$ cat src/common/rtoc_pkg.sv
// Constants, register map and field layout of the real-time output port.
// Assumes an 8-bit special-function-register bus inside the CPU.
// Summary of operation
// - Reset clears control to zero: disabled, nibble mode, no ext trigger.
// - Control bit 7 enables transfers from buffers to the output latch.
// - Control bit 5 selects two 4-bit channels (0) or one 8-bit channel (1).
// - Control bit 4 makes external interrupt two a transfer trigger.
// - Mode and trigger bits route timer one, timer two or the ext interrupt.
// - Setting the enable bit copies both buffers into the latch at once.
// - Only pins marked in the pin mode register drive transferred data.
// - A real-time pin drives the port latch ORed with the real-time latch.
// - The external trigger edge is picked by rise and fall edge enables.
// - A pin mode bit at 1 selects real-time output; it resets to zero.
// - Nibbles write apart, byte mode loads both; port-mode bits read 0.
package rtoc_pkg;
    localparam logic [15:0] RTOC_ADDR_BUF_LOW = 16'hff98;
    localparam logic [15:0] RTOC_ADDR_BUF_HIGH = 16'hff99;
    localparam logic [15:0] RTOC_ADDR_PIN_MODE = 16'hff9a;
    localparam logic [15:0] RTOC_ADDR_CONTROL = 16'hff9b;
    localparam logic [7:0] RTOC_CONTROL_RESET = 8'h00;
    localparam logic [7:0] RTOC_PIN_MODE_RESET = 8'h00;
    localparam logic [7:0] RTOC_CONTROL_MASK = 8'hb0;
    localparam int RTOC_BIT_ENABLE = 7;
    localparam int RTOC_BIT_BYTE = 5;
    localparam int RTOC_BIT_EXT = 4;

    // Decoded control fields.
    typedef struct packed {
        logic enable;
        logic byte_mode;
        logic ext_sel;
    } rtoc_ctrl_t;
endpackage

$ cat src/rtoc_port.sv
// Real-time output port: buffers, control, trigger routing and pin mixing.
// Assumes a synchronous SFR bus with one-cycle write strobe and
// trigger pulses already synchronous to clk.
`timescale 1ns/100ps
`default_nettype none
module rtoc_port
    import rtoc_pkg::*;
#(
    parameter int WIDTH = 8
)
(
    input wire logic clk,
    input wire logic rst,
    input wire logic clk_en,
    input wire logic [15:0] sfr_addr,
    input wire logic sfr_wr,
    input wire logic [7:0] sfr_wdata,
    output logic [7:0] sfr_rdata,
    output logic sfr_hit,
    input wire logic timer_one_match_irq,
    input wire logic timer_two_match_irq,
    input wire logic ext_irq_pin,
    input wire logic rise_edge_enable_reg,
    input wire logic fall_edge_enable_reg,
    input wire logic [WIDTH-1:0] port_latch,
    output logic [WIDTH-1:0] rto_output_pins,
    output logic [WIDTH-1:0] rto_pin_sel
);
    localparam int HALF = WIDTH / 2;

    logic [7:0] ctrl_r, ctrl_nxt;
    logic [WIDTH-1:0] mode_r, mode_nxt;
    logic [WIDTH-1:0] buf_r, buf_nxt;
    logic [WIDTH-1:0] latch_r, latch_nxt;
    logic ext_prev_r, ext_prev_nxt;
    rtoc_ctrl_t ctl;
    logic external_irq_two;
    logic trig_hi, trig_lo, en_rise;
    logic wr_ctrl, wr_mode, wr_lo, wr_hi;

    assign ctl.enable = ctrl_r[RTOC_BIT_ENABLE];
    assign ctl.byte_mode = ctrl_r[RTOC_BIT_BYTE];
    assign ctl.ext_sel = ctrl_r[RTOC_BIT_EXT];

    // Address decode for the four registers.
    assign wr_ctrl = sfr_wr && (sfr_addr == RTOC_ADDR_CONTROL);
    assign wr_mode = sfr_wr && (sfr_addr == RTOC_ADDR_PIN_MODE);
    assign wr_lo = sfr_wr && (sfr_addr == RTOC_ADDR_BUF_LOW);
    assign wr_hi = sfr_wr && (sfr_addr == RTOC_ADDR_BUF_HIGH);

    // External edge detect; both edge enables may be set at once.
    assign external_irq_two = (rise_edge_enable_reg && ext_irq_pin
        && !ext_prev_r) || (fall_edge_enable_reg && !ext_irq_pin
        && ext_prev_r);

    // Trigger routing per mode and trigger select.
    always_comb
    begin
        unique case ({ctl.byte_mode, ctl.ext_sel})
            2'b00:
            begin
                trig_hi = timer_two_match_irq;
                trig_lo = timer_one_match_irq;
            end
            2'b01:
            begin
                trig_hi = timer_one_match_irq;
                trig_lo = external_irq_two;
            end
            2'b10:
            begin
                trig_hi = timer_one_match_irq;
                trig_lo = timer_one_match_irq;
            end
            2'b11:
            begin
                trig_hi = external_irq_two;
                trig_lo = external_irq_two;
            end
        endcase
    end

    // Rising edge of the enable bit, from a control write.
    assign en_rise = wr_ctrl && sfr_wdata[RTOC_BIT_ENABLE] && !ctl.enable;

    // Next state of registers and the real-time latch.
    always_comb
    begin
        ctrl_nxt = ctrl_r;
        mode_nxt = mode_r;
        buf_nxt = buf_r;
        latch_nxt = latch_r;
        ext_prev_nxt = ext_irq_pin;
        if (wr_ctrl)
        begin
            ctrl_nxt = sfr_wdata & RTOC_CONTROL_MASK;
        end
        if (wr_mode)
        begin
            mode_nxt = sfr_wdata[WIDTH-1:0];
        end
        // Byte mode takes the whole byte at either address.
        if ((wr_lo || wr_hi) && ctl.byte_mode)
        begin
            buf_nxt = sfr_wdata[WIDTH-1:0];
        end
        else
        begin
            if (wr_lo)
            begin
                buf_nxt[HALF-1:0] = sfr_wdata[HALF-1:0];
            end
            if (wr_hi)
            begin
                buf_nxt[WIDTH-1:HALF] = sfr_wdata[WIDTH-1:HALF];
            end
        end
        // Enable edge copies at once; otherwise each half on its trigger.
        if (en_rise)
        begin
            latch_nxt = buf_r;
        end
        else if (ctl.enable)
        begin
            if (trig_hi)
            begin
                latch_nxt[WIDTH-1:HALF] = buf_r[WIDTH-1:HALF];
            end
            if (trig_lo)
            begin
                latch_nxt[HALF-1:0] = buf_r[HALF-1:0];
            end
        end
    end

    // State registers; reset wins over clk_en, otherwise clk_en low freezes everything.
    always_ff @(posedge clk)
    begin
        if (rst)
        begin
            ctrl_r <= RTOC_CONTROL_RESET;
            mode_r <= RTOC_PIN_MODE_RESET[WIDTH-1:0];
            buf_r <= '0;
            latch_r <= '0;
            ext_prev_r <= 1'b0;
        end
        else if (clk_en)
        begin
            ctrl_r <= ctrl_nxt;
            mode_r <= mode_nxt;
            buf_r <= buf_nxt;
            latch_r <= latch_nxt;
            ext_prev_r <= ext_prev_nxt;
        end
    end

    // Read mux; buffer bits in port mode read as zero.
    always_comb
    begin
        sfr_hit = 1'b1;
        sfr_rdata = 8'h00;
        unique case (sfr_addr)
            RTOC_ADDR_CONTROL: sfr_rdata = ctrl_r;
            RTOC_ADDR_PIN_MODE: sfr_rdata = mode_r;
            RTOC_ADDR_BUF_LOW,
            RTOC_ADDR_BUF_HIGH: sfr_rdata = buf_r & mode_r;
            default: sfr_hit = 1'b0;
        endcase
    end

    // Pins: marked bits mix both latches, others pass the port latch.
    assign rto_pin_sel = mode_r;
    assign rto_output_pins = (mode_r & (port_latch | latch_r))
        | (~mode_r & port_latch);
endmodule
`default_nettype wire
$ cat config.mk
export PLATFORM = sky130hd
export DESIGN_NAME = rtoc_port
export DESIGN_NICKNAME = d
export VERILOG_FILES = /design/src/common/rtoc_pkg.sv /design/src/rtoc_port.sv
export SDC_FILE = /design/constraint.sdc
export NUM_CORES = 1
export LEC_CHECK = 0
export BUFFER_PORTS_ARGS = -buffer_cell sky130_fd_sc_hd__buf_2
export CAP_MARGIN = 20
export CORE_ASPECT_RATIO = 1.1
export CORE_MARGIN = 2
export CORE_UTILIZATION = 45
export DETAILED_ROUTE_END_ITERATION = 10
export PLACE_DENSITY = 0.77
export SLEW_MARGIN = 20
export SYNTH_ARGS = -nofsm -noshare
export SYNTH_HDL_FRONTEND = slang
export SYNTH_SLANG_ARGS = --single-unit
$ cat constraint.sdc
create_clock -name clk -period 2 [get_ports clk]
set_input_delay 0.2 -clock clk [delete_from_list [all_inputs] [get_ports clk]]
set_output_delay 0.2 -clock clk [all_outputs]
set_load 0.005 [all_outputs]
# Yosys cells after proc, flatten, opt, wreduce, memory -nomap -nowiden
# Index checks and enable logic that the tools add are counted.
# totals
regBits,28
inputBits,41
out_inout_bits,25
elab_cells,64
# op_classes
n_eq_ne,7
mux,11
bitwise_logic,6
reduce_logical,33
# op_table
cell,n
$eq A16 B16 Y1 const B,4
$and A8 B8 Y8,3
$mux W8,3
$pmux W8 S3,1
$mux W4,4
$or A8 B8 Y8,2
$logic_and A1 B1 Y1,11
$reduce_bool A2 Y1,5
$not A8 Y8,1
$reduce_and A2 Y1,4
$reduce_or A2 Y1,4
$reduce_and A3 Y1,2
$eq A2 B2 Y1 const B,2
$reduce_or A4 Y1,1
$logic_not A1 Y1,3
$pmux W1 S3,1
$eq A2 B1 Y1 const B,1
$logic_not A2 Y1,1
$logic_or A1 B1 Y1,2
$pmux W1 S2,1
$mux W1,1

# Depth between registers and ports, before layout
# Gate-level depths: netlist of run 1.
# depth
depth_word,8
depth_mapped,7
depth_no_buf,7

# Worst setup path after synthesis of run 1
# OpenSTA, ideal clock, no wires.
# synth_timing
path_kind,input to output
from,input port sfr_addr[5]
to,output port sfr_rdata[0]
arrival_ns,1.428
required_time_ns,1.800
setup_slack_ns,0.372
cell_stages,4
path_buffers,0
path_cell_list,nand4bb_4 or4_1 or2_1 nor2_1
# synth_between
elab_chain_cells,3
word_cells_on_any_way,6
classes_between,eq/ne (4); mux (1); reduce/logical (1)
# synth_lines
element,line,rtl
from (decl),rtoc_port.sv:15,"input wire logic [15:0] sfr_addr,"
$eq A16 B16 Y1,rtoc_port.sv:162,unique case (sfr_addr)
$reduce_or A2 Y1,rtoc_port.sv:162,
$pmux W8 S3 (*),rtoc_port.sv:162,
to (decl),rtoc_port.sv:18,"output logic [7:0] sfr_rdata,"
# Mark *: on every way between the ends. The rest lies on a longest branch, timed or not.

# Worst setup path in the final report of run 1
# layout_timing
from,input port sfr_addr[5]
to,output port sfr_rdata[3]
# Same word-level chain as after synthesis.

==> results of run 1 <==
## critical path, stage by stage
cell and delay [ns]:
buf_2 0.09, nand4bb_4 0.22, or4_1 0.54, or2_1 0.33, nor2_1 0.13, buf_2 0.12
## placed cells by master (no fill, tap or decap)
| cell | synthesis | layout |
|---|---|---|
| buf_2 | 0 | 65 |
| dfxtp_1 | 28 | 28 |
| mux2i_1 | 26 | 26 |
| nor2_1 | 25 | 25 |
| nand2b_1 | 17 | 17 |
| nand2_1 | 10 | 10 |
| o21ai_0 | 9 | 9 |
| a21o_1 | 8 | 8 |
| a21oi_1 | 7 | 7 |
| nor2b_1 | 5 | 5 |
| buf_4 | 0 | 5 |
| inv_1 | 3 | 3 |
| nand3_1 | 3 | 3 |
| ha_1 | 3 | 3 |
| clkbuf_4 | 0 | 3 |
| and2_1 | 2 | 2 |
| nand4_1 | 2 | 2 |
| nor3b_4 | 2 | 2 |
| nand3b_1 | 2 | 2 |
| nand4bb_4 | 1 | 1 |
| or4_1 | 1 | 1 |
| or2_1 | 1 | 1 |
| nand4b_1 | 1 | 1 |
| nor4_4 | 1 | 1 |
| a31oi_1 | 1 | 1 |
| a31oi_4 | 1 | 1 |
| a21oi_2 | 1 | 1 |
| bufinv_16 | 0 | 1 |
## power by group
part / switching [mW] / internal [mW]
Clock: 0.170 / 0.203
Sequential: 0.000719 / 0.559
Combinational: 0.0463 / 0.0527
Total: 0.217 / 0.815
## synth_stat cells
| library cell | instances |
|---|---|
| nand3_1 | 3 |
| and2_1 | 2 |
| a21oi_2 | 1 |
| ha_1 | 3 |
| or4_1 | 1 |
| or2_1 | 1 |
| a21oi_1 | 7 |
| nor3b_4 | 2 |
| nand2b_1 | 17 |
| mux2i_1 | 26 |
| nand4bb_4 | 1 |
| nand4b_1 | 1 |
| nor2_1 | 25 |
| nor2b_1 | 5 |
| o21ai_0 | 9 |
| a21o_1 | 8 |
| clkbuf_1 | 6 |
| nand2_1 | 10 |
| a31oi_1 | 1 |
| nor4_4 | 1 |
| nand4_1 | 2 |
| dfxtp_1 | 28 |
| nand3b_1 | 2 |
| a31oi_4 | 1 |
| inv_1 | 3 |
## final cells by class
| type | count | area [um^2] |
|---|---|---|
| clock buffers | 3 | 22.5 |
| clock inverters | 1 | 30.0 |
| fillers | 292 | 1340 |
| inverters | 3 | 11.3 |
| multi-input cells | 129 | 907 |
| flip-flops and latches | 28 | 561 |
| well taps | 36 | 45.0 |
| repair buffers | 70 | 363 |
## logic make-up after synthesis
group	share of synthesized area [%]
AND/OR/NAND/NOR	28.8
flip-flops	37.3
AO/OA/AOI/OAI	11.8
multiplexers	17.3
buffers and inverters	2.25
adder cells (fa/ha/maj)	2.50
## metrics by stage
step / util (%) / std cells / cell area, um^2
global route: 59.2 / 270 / 1940
floorplan: - / 166 / 1500
CTS: 59.2 / 270 / 1940
detailed placement: 57.6 / 266 / 1890
global placement: 57.6 / 266 / 1890
finish: 59.2 / 270 / 1940
## registers in the layout, summed over array words and instances, names as in the netlist
signal       count
ext_prev_r       1
ctrl_r           3
latch_r          8
buf_r            8
rto_pin_sel      8
## metal layers
layer | share of wire [%] | vias up | global-route usage, %
met4 | 1.2 | 0 | 5.68
met1 | 46 | 592 | 21.9
met3 | 3.9 | 6 | 2.79
met5 | 0 | - | 0
li1 | - | 707 | -
met2 | 49 | 37 | 29.4
## final timing paths
check / endpoint
min: rto_pin_sel[3]$_SDFFE_PP0P_
max: sfr_rdata[3]
max reg2reg: latch_r[1]$_SDFFE_PP0P_
min reg2reg: latch_r[6]$_SDFFE_PP0P_
==> flow_metrics.py, run 1 <==
metrics = {
    "worst_setup_path": {
        "crit_path_start": "sfr_addr[5]",
        "path_class": "primary input to output pin",
        "r2r-start": "ctrl_r[5]$_SDFFE_PP0P_",
        "rrSetupSlack_ns": 0.41,
        "arrival_ns": 1.63,
        "worstSetupStartpointType": "primary input",
        "reg2reg_depth": 6,
        "cp.required_ns": 1.80,
        "endpoint_kind": "output pin",
        "path_max_fanout": 5,
    },
    "global_routing": {
        "antenna_found_initial": 0,
        "track_usage_pct": 17.3,
        "gr-total-overflow": 0,
        "grt_pass1_wl_mm": 5.17,
        "grt_pass1_vias": 1198,
        "grt_start_max_net_pins": 37,
    },
    "clock_network": {
        "cts_root_buffer": "clkbuf_4",
        "htreeDepth": 1,
        "ctsResizeCount": 0,
        "clkTransAtPathRegs_ns": 0.15,
        "cts_max_path_buffers": 2,
        "ctsHoldBuffers": 0,
        "clock_latency_ns": 0.33,
        "cts_sinks": 28,
        "cts_buffers": 3,
        "cts_tree": "done",
        "post-cts-setup-buffer-count": 0,
    },
    "drt": {
        "vias_per_cell": 4.97,
        "ant_nets": 0,
        "drt-wirelength-per-cell_um": 11.8,
        "drtPass1Iterations": 4,
        "drt_iter0_markers": 37,
        "routed_wl_mm": 3.17,
        "vias": 1342,
        "drc_errors": 0,
    },
    "synthesis": {
        "synthCells": 166,
        "synth_top_area_share_pct": 37.3,
        "synth_area_leaders": "dfxtp_1, mux2i_1, nand2b_1, nor2_1, a21o_1",
        "seq_area_frac_synth_pct": 37.3,
        "synth_top_area_cell": "dfxtp_1",
        "synth-seq-cells": 28,
        "synth.avg_cell_area_um2": 9.04,
        "ys_warn_count": 0,
        "syn_area_mm2": 0.00150,
        "synth_nets": 210,
        "ys_types": 25,
    },
    "timing": {
        "worst_slack_ns": 0.165,
        "relSlewSlack_pct": 64.0,
        "finalHoldViolCount": 0,
        "whs_ns": 0.103,
        "final.setup.tns_ns": 0,
        "finClkSkew_ns": 0.00231,
        "min_period_ns": 1.83,
        "setup_viol": 0,
        "finalCritPeriodShare_pct": 91.7,
        "tightest_slew_ns": 0.540,
        "grt_setup_unrepaired": "no",
        "finalMaxSlewViolations": 0,
        "max_freq_mhz": 545,
    },
    "power_and_ir_drop": {
        "cellPowerDensity_mw_per_mm2": 532,
        "leakage_nw": 0.901,
        "irDropWorstVdd_mv": 0.261,
        "p_total_mw": 1.03,
    },
    "run_status": {
        "status": "finished clean",
    },
    "layout": {
        "final_layout_size_suffix_gt1_share_pct": 34.2,
        "nets": 279,
        "area_growth_syn_to_layout_pct": 29.2,
        "insertedDiodeCount": 0,
    },
    "worst_hold_path": {
        "holdPathStages": 3,
        "hp-start": "sfr_wdata[3]",
        "hold_class": "primary input to flip-flop",
    },
    "floorplanning": {
        "die_area_mm2": 0.00382,
        "num_rows": 22,
        "initial_core_util_pct": 45.8,
        "die_w_um": 59.1,
        "die_y_um": 64.6,
        "io_pins": 66,
        "coreArea_mm2": 0.00328,
    },
    "place": {
        "gp_congestion": 0.783,
        "dp_slack_ns": 0.108,
        "dp_hpwl_mm": 2.48,
        "numPortBuffers": 65,
    },
    "job": {
        "max_cap_violations": 0,
    },
}
(Power assumes the default switching activity.)
==> run 2, diff against run 1 <==
--- a/config.mk
+++ b/config.mk
@@ -5,13 +5,12 @@
 export SDC_FILE = /design/constraint.sdc
 export NUM_CORES = 1
 export LEC_CHECK = 0
-export BUFFER_PORTS_ARGS = -buffer_cell sky130_fd_sc_hd__buf_2
 export CAP_MARGIN = 20
 export CORE_ASPECT_RATIO = 1.1
 export CORE_MARGIN = 2
 export CORE_UTILIZATION = 45
 export DETAILED_ROUTE_END_ITERATION = 10
-export PLACE_DENSITY = 0.77
+export DONT_BUFFER_PORTS = 1
 export SLEW_MARGIN = 20
 export SYNTH_ARGS = -nofsm -noshare
 export SYNTH_HDL_FRONTEND = slang
==> run 2 against run 1 <==
Against the previous run:
- first-iteration DRC count decreased by 11%
- via count fell by 9.8%
- power down 12%
- final cell count decreased by 21%
- hold slack lost 0.098 ns
- register-to-register slack lost 0.07 ns
- global-route usage up 1.3 points
==> flow_metrics.py, run 2 (same netlist as run 1, synthesis figures left out) <==
metrics = {
    "place": {
        "dp_hpwl_mm": 2.48,
        "gp_congestion": 0.795,
        "numPortBuffers": 0,
    },
    "clock_network": {
        "cts_sinks": 28,
        "htreeDepth": 1,
        "clkTransAtPathRegs_ns": 0.14,
        "cts_root_buffer": "clkbuf_4",
        "cts_tree": "done",
        "cts_buffers": 3,
        "cts_max_path_buffers": 2,
        "post-cts-setup-buffer-count": 0,
        "ctsResizeCount": 0,
        "ctsHoldBuffers": 9,
        "clock_latency_ns": 0.34,
    },
    "drt": {
        "drc_errors": 0,
        "drt_iter0_markers": 33,
        "routed_wl_mm": 3.48,
        "wl_met3_um": 243,
        "maxUsedRoutingLayer": "met4",
        "wl_met1_mm": 1.47,
        "vias_per_cell": 5.65,
        "drt-wirelength-per-cell_um": 16.3,
        "vias": 1210,
        "ant_nets": 0,
        "drtPass1Iterations": 4,
        "wl_met2_mm": 1.73,
    },
    "floorplanning": {
        "die_y_um": 64.6,
        "num_rows": 22,
        "die_w_um": 59.1,
        "die_area_mm2": 0.00382,
        "io_pins": 66,
        "coreArea_mm2": 0.00328,
        "initial_core_util_pct": 45.8,
    },
    "layout": {
        "final_common_cell": "dfxtp_1",
        "insertedDiodeCount": 0,
        "multiInputGateArea_um2": 907,
        "nets": 223,
        "regArea_um2": 561,
        "fillCellCount": 315,
        "final_cell_mix": "dfxtp_1, mux2i_1, nor2_1",
        "post-route-util_pct": 51.8,
        "final_layout_size_suffix_gt1_share_pct": 6.18,
        "area_growth_syn_to_layout_pct": 13.1,
    },
    "timing": {
        "finClkSkew_ns": 0.00866,
        "finalHoldViolCount": 0,
        "grt_setup_unrepaired": "no",
        "final.setup.tns_ns": 0,
        "max_freq_mhz": 595,
        "min_period_ns": 1.68,
        "tightest_slew_ns": 0.745,
        "finalCritPeriodShare_pct": 84.0,
        "whs_ns": 0.00578,
        "finalMaxSlewViolations": 0,
        "setup_viol": 0,
        "relSlewSlack_pct": 50.1,
    },
    "worst_setup_path": {
        "path_max_fanout": 5,
        "cp.required_ns": 1.80,
        "arrival_ns": 1.48,
        "worstSetupStartpointType": "primary input",
        "path_class": "primary input to output pin",
        "endpoint_kind": "output pin",
    },
    "global_routing": {
        "gr-total-overflow": 0,
        "grt_pass1_vias": 1179,
        "track_usage_pct": 18.6,
        "grt_start_max_net_pins": 21,
        "antenna_found_initial": 0,
        "grt_pass1_wl_mm": 5.46,
    },
    "power_and_ir_drop": {
        "cellPowerDensity_mw_per_mm2": 533,
        "irDropWorstVdd_mv": 0.161,
        "leakage_nw": 0.647,
        "p_total_mw": 0.904,
    },
    "worst_hold_path": {
        "hold_class": "primary input to flip-flop",
    },
    "job": {
        "max_cap_violations": 0,
    },
    "run_status": {
        "status": "finished clean",
    },
}
[run 2: where the power goes]
part | total [mW] | switching [mW] | internal (mW)
Sequential | 0.560 | 0.000851 | 0.559
Clock | 0.283 | 0.171 | 0.112
Combinational | 0.0610 | 0.0252 | 0.0359
Total | 0.904 | 0.198 | 0.707
[run 2: final cells by class]
cell class / instances / share of cell area, %
clock buffers: 4 / 2.14
repair buffers: 14 / 8.11
multi-input cells: 129 / 53.4
flip-flops and latches: 28 / 33.0
inverters: 3 / 0.663
well taps: 36 / 2.65
[run 2: worst paths after layout]
path | slack, ns | end | startpoint | depth (start not counted)
worst max-delay path | 0.32 | sfr_rdata[1] | sfr_addr[5] | 4
worst min-delay path | 0.006 | rto_pin_sel[5]$_SDFFE_PP0P_ | sfr_wdata[5] | 2
worst max register to register | 0.34 | latch_r[3]$_SDFFE_PP0P_ | ctrl_r[5]$_SDFFE_PP0P_ | 6
worst min register to register | 0.49 | latch_r[5]$_SDFFE_PP0P_ | latch_r[5]$_SDFFE_PP0P_ | 2
[run 2: metrics by stage]
step | cell area [um^2] | std cells | setup WS (ns)
2_1_floorplan | 1500 | 166 | 0.372
3_3_place_gp | 1530 | 197 | 0.196
3_5_place_dp | 1530 | 197 | 0.123
4_1_cts | 1660 | 210 | 0.260
5_1_grt | 1700 | 214 | 0.153
6_report | 1700 | 214 | 0.319
[run 2: metal layers]
layer	track usage, %	vias up
li1	-	594
met1	21.4	567
met2	32.4	46
met3	5.19	3
met4	6.53	0
met5	0	-
[run 2: critical path, cell delays in order]
cell       delay [ns]
nand4bb_4        0.22
or4_1            0.55
or2_1            0.33
nor2_1           0.18
==> run 3, diff against run 2 <==
--- a/config.mk
+++ b/config.mk
@@ -5,6 +5,7 @@
 export SDC_FILE = /design/constraint.sdc
 export NUM_CORES = 1
 export LEC_CHECK = 0
+export ABC_AREA = 1
 export CAP_MARGIN = 20
 export CORE_ASPECT_RATIO = 1.1
 export CORE_MARGIN = 2
==> constraint.sdc (replaced) <==
create_clock -name clk -period 1.5 [get_ports clk]
set_input_delay 0.15 -clock clk [delete_from_list [all_inputs] [get_ports clk]]
set_output_delay 0.15 -clock clk [all_outputs]
set_load 0.005 [all_outputs]
==> run 3 against run 2 <==
Against the previous run:
- count of clock-buffer cells in the layout fell by 1
- cell area grew 8.0%
- area after synthesis is 15% higher
- via count increased by 32%
- clock skew shrank 0.0060 ns
- wire length rose by 14%
- global-route usage up 0.29 points
- sequential share of layout area shrank 2.3 points
- hold slack better by 0.011 ns
- critical path depth grew 3
- sequential power rose by 33%
- critical endpoint is now latch_r[1]$_SDFFE_PP0P_
- highest routed layer unchanged
==> flow_metrics.py, run 3 <==
metrics = {
    "timing": {
        "worst_slack_ns": 0.105,
        "whs_ns": 0.0172,
        "finalCritPeriodShare_pct": 93.0,
        "setup_viol": 0,
        "tightest_slew_ns": 0.365,
        "relSlewSlack_pct": 75.6,
        "finClkSkew_ns": 0.00266,
        "finalHoldViolCount": 0,
        "min_period_ns": 1.40,
        "max_freq_mhz": 717,
        "final.setup.tns_ns": 0,
        "finalMaxSlewViolations": 0,
        "grt_setup_unrepaired": "no",
    },
    "synthesis": {
        "synth_area_leaders": "dfxtp_1, nand2_1, inv_1, a21oi_1, nor2_1",
        "synth_top_family_by_area": "simple AND/OR/NAND/NOR gates",
        "syn_area_mm2": 0.00173,
        "muxShareOfSynthArea_pct": 0,
        "seq_area_frac_synth_pct": 32.3,
        "synthXorXnorAreaFrac_pct": 0,
        "synth_edf_count": 0,
        "synth_compound_area_share_pct": 19.3,
        "synthCells": 265,
        "synth-simple-area-share_pct": 32.9,
        "synth_commonest_cells": "nand2_1, inv_1, nor2_1",
        "synth_ff_type": "dfxtp_1",
        "ys_warn_count": 0,
        "ys_types": 23,
        "synth_top_area_share_pct": 32.3,
        "synth-seq-cells": 28,
        "synth_adder_area_share_pct": 2.16,
        "async_flop_share_pct": 0,
        "yosysMostFrequentCell": "nand2_1",
        "synth.avg_cell_area_um2": 6.54,
        "synth_nets": 309,
        "synth_top_area_cell": "dfxtp_1",
    },
    "worst_setup_path": {
        "path_max_fanout": 8,
        "path_cells": "inv_1, ha_1, nor2_2, a21oi_1, o21ai_4, a21oi_1, nor2_1",
        "critPathSlowestCell": "dfxtp_2",
        "crit_path_start": "ctrl_r[5]$_SDFFE_PP0P_",
        "path_class": "flip-flop to flip-flop",
        "crit_path_frequent_cell": "a21oi_1",
        "cp.required_ns": 1.67,
        "worstSetupStartpointType": "flip-flop",
        "arrival_ns": 1.57,
        "endpoint_kind": "flip-flop",
        "r2r-start": "ctrl_r[5]$_SDFFE_PP0P_",
        "slowest_delay_ns": 0.35,
    },
    "job": {
        "max_cap_violations": 0,
    },
    "layout": {
        "insertedDiodeCount": 0,
        "multiInputGateArea_um2": 953,
        "fillCellCount": 400,
        "final_layout_size_suffix_gt1_share_pct": 10.5,
        "final_cell_mix": "nand2_1, inv_1, nor2_1",
        "area_growth_syn_to_layout_pct": 5.70,
        "final_common_cell": "nand2_1",
        "post-route-util_pct": 49.8,
        "final_area_mm2": 0.00183,
        "nets": 311,
        "stdcell_count": 316,
        "regArea_um2": 563,
    },
    "floorplanning": {
        "die_y_um": 69.1,
        "initial_core_util_pct": 47.1,
        "coreArea_mm2": 0.00368,
        "die_w_um": 63.2,
        "io_pins": 66,
        "num_rows": 23,
        "die_area_mm2": 0.00437,
    },
    "power_and_ir_drop": {
        "irDropWorstVdd_mv": 0.404,
        "cellPowerDensity_mw_per_mm2": 781,
        "p_total_mw": 1.43,
        "leakage_nw": 0.831,
    },
    "clock_network": {
        "cts_buffers": 3,
        "cts_tree": "done",
        "clkTransAtPathRegs_ns": 0.10,
        "cts_root_buffer": "clkbuf_8",
        "cts_max_path_buffers": 2,
        "clock_latency_ns": 0.27,
        "htreeDepth": 1,
        "cts_sinks": 28,
    },
    "worst_hold_path": {
        "hp-start": "ext_irq_pin",
        "hold_class": "primary input to flip-flop",
    },
    "place": {
        "placed_cell_area_mm2": 0.00174,
        "numPortBuffers": 0,
        "gp_congestion": 0.850,
        "dp_hpwl_mm": 3.00,
        "dp_cells": 311,
        "dp_slack_ns": 0.0512,
    },
    "drt": {
        "vias_per_cell": 5.04,
        "drt-wirelength-per-cell_um": 12.6,
        "vias": 1593,
        "routed_wl_mm": 3.97,
        "ant_nets": 0,
        "drc_errors": 0,
        "drt_iter0_markers": 78,
        "drtPass1Iterations": 4,
    },
    "global_routing": {
        "antenna_found_initial": 0,
        "grt_pass1_vias": 1523,
        "grt_start_max_net_pins": 25,
        "grt_pass1_wl_mm": 6.84,
        "track_usage_pct": 18.9,
        "gr-total-overflow": 0,
    },
    "run_status": {
        "status": "finished clean",
    },
}
-- run 3: cell types whose count changed after synthesis, sizes merged, moves of 3 or more --
cell    delta
nand2b    -17
inv       +38
a21oi     +20
nor2      +16
o21ai      +9
o22ai      +3
nand3     +21
mux2i     -26
nand2     +53
nor2b      -5
-- run 3: worst paths after layout --
check	endpoint	slack, ns	cells after the start
hold reg to reg	latch_r[5]$_SDFFE_PP0P_	0.49	2
setup / recovery	latch_r[1]$_SDFFE_PP0P_	0.10	7
setup reg to reg	latch_r[1]$_SDFFE_PP0P_	0.10	7
hold / removal	ext_prev_r$_SDFFE_PP0P_	0.02	2
-- run 3: critical path, delay by kind of cell, from the launching register on --
kind,cells,cell delay [ns]
adders and majority gates,1,0.18
DFF,1,0.35
buffers and inverters,1,0.13
and+or+nand+nor,2,0.12
AOI/OAI and AO/OA,3,0.52
-- run 3: power breakdown --
part	total (mW)	switching, mW	internal, mW
Clock	0.601	0.244	0.357
Sequential	0.745	0.000656	0.744
Combinational	0.0856	0.0533	0.0323
Total	1.43	0.298	1.13
-- run 3: layer usage --
layer  GRT usage (%)  vias up  part of all wire (%)
li1                -      845                     -
met1            25.4      700                    47
met2            32.5       46                    48
met3            3.10        2                   5.0
met4            2.90        0                  0.48
met5               0        -                     0
-- run 3: what timing repair did --
action | 4_1_cts | 5_1_grt
hold buffers | 1 | 0
setup endpoints to repair | 0 | 11
hold endpoints to repair | 4 | 0
gates resized for setup | 0 | 6
setup buffers | 0 | 0
-- run 3: kinds of logic after synthesis --
group,count (synthesis)
simple gates,128
fa+ha+maj,3
flops,28
buf+inv,47
compound gates,59
-- run 3: area by class of cell --
| cell class | count | share of cell area, % |
|---|---|---|
| timing repair buffer | 3 | 1.37 |
| clock inverter | 1 | 1.64 |
| clock buffer | 3 | 2.25 |
| inverter | 41 | 8.60 |
| sequential | 28 | 30.7 |
| tap | 50 | 3.41 |
| multi-input combinational | 190 | 52.0 |
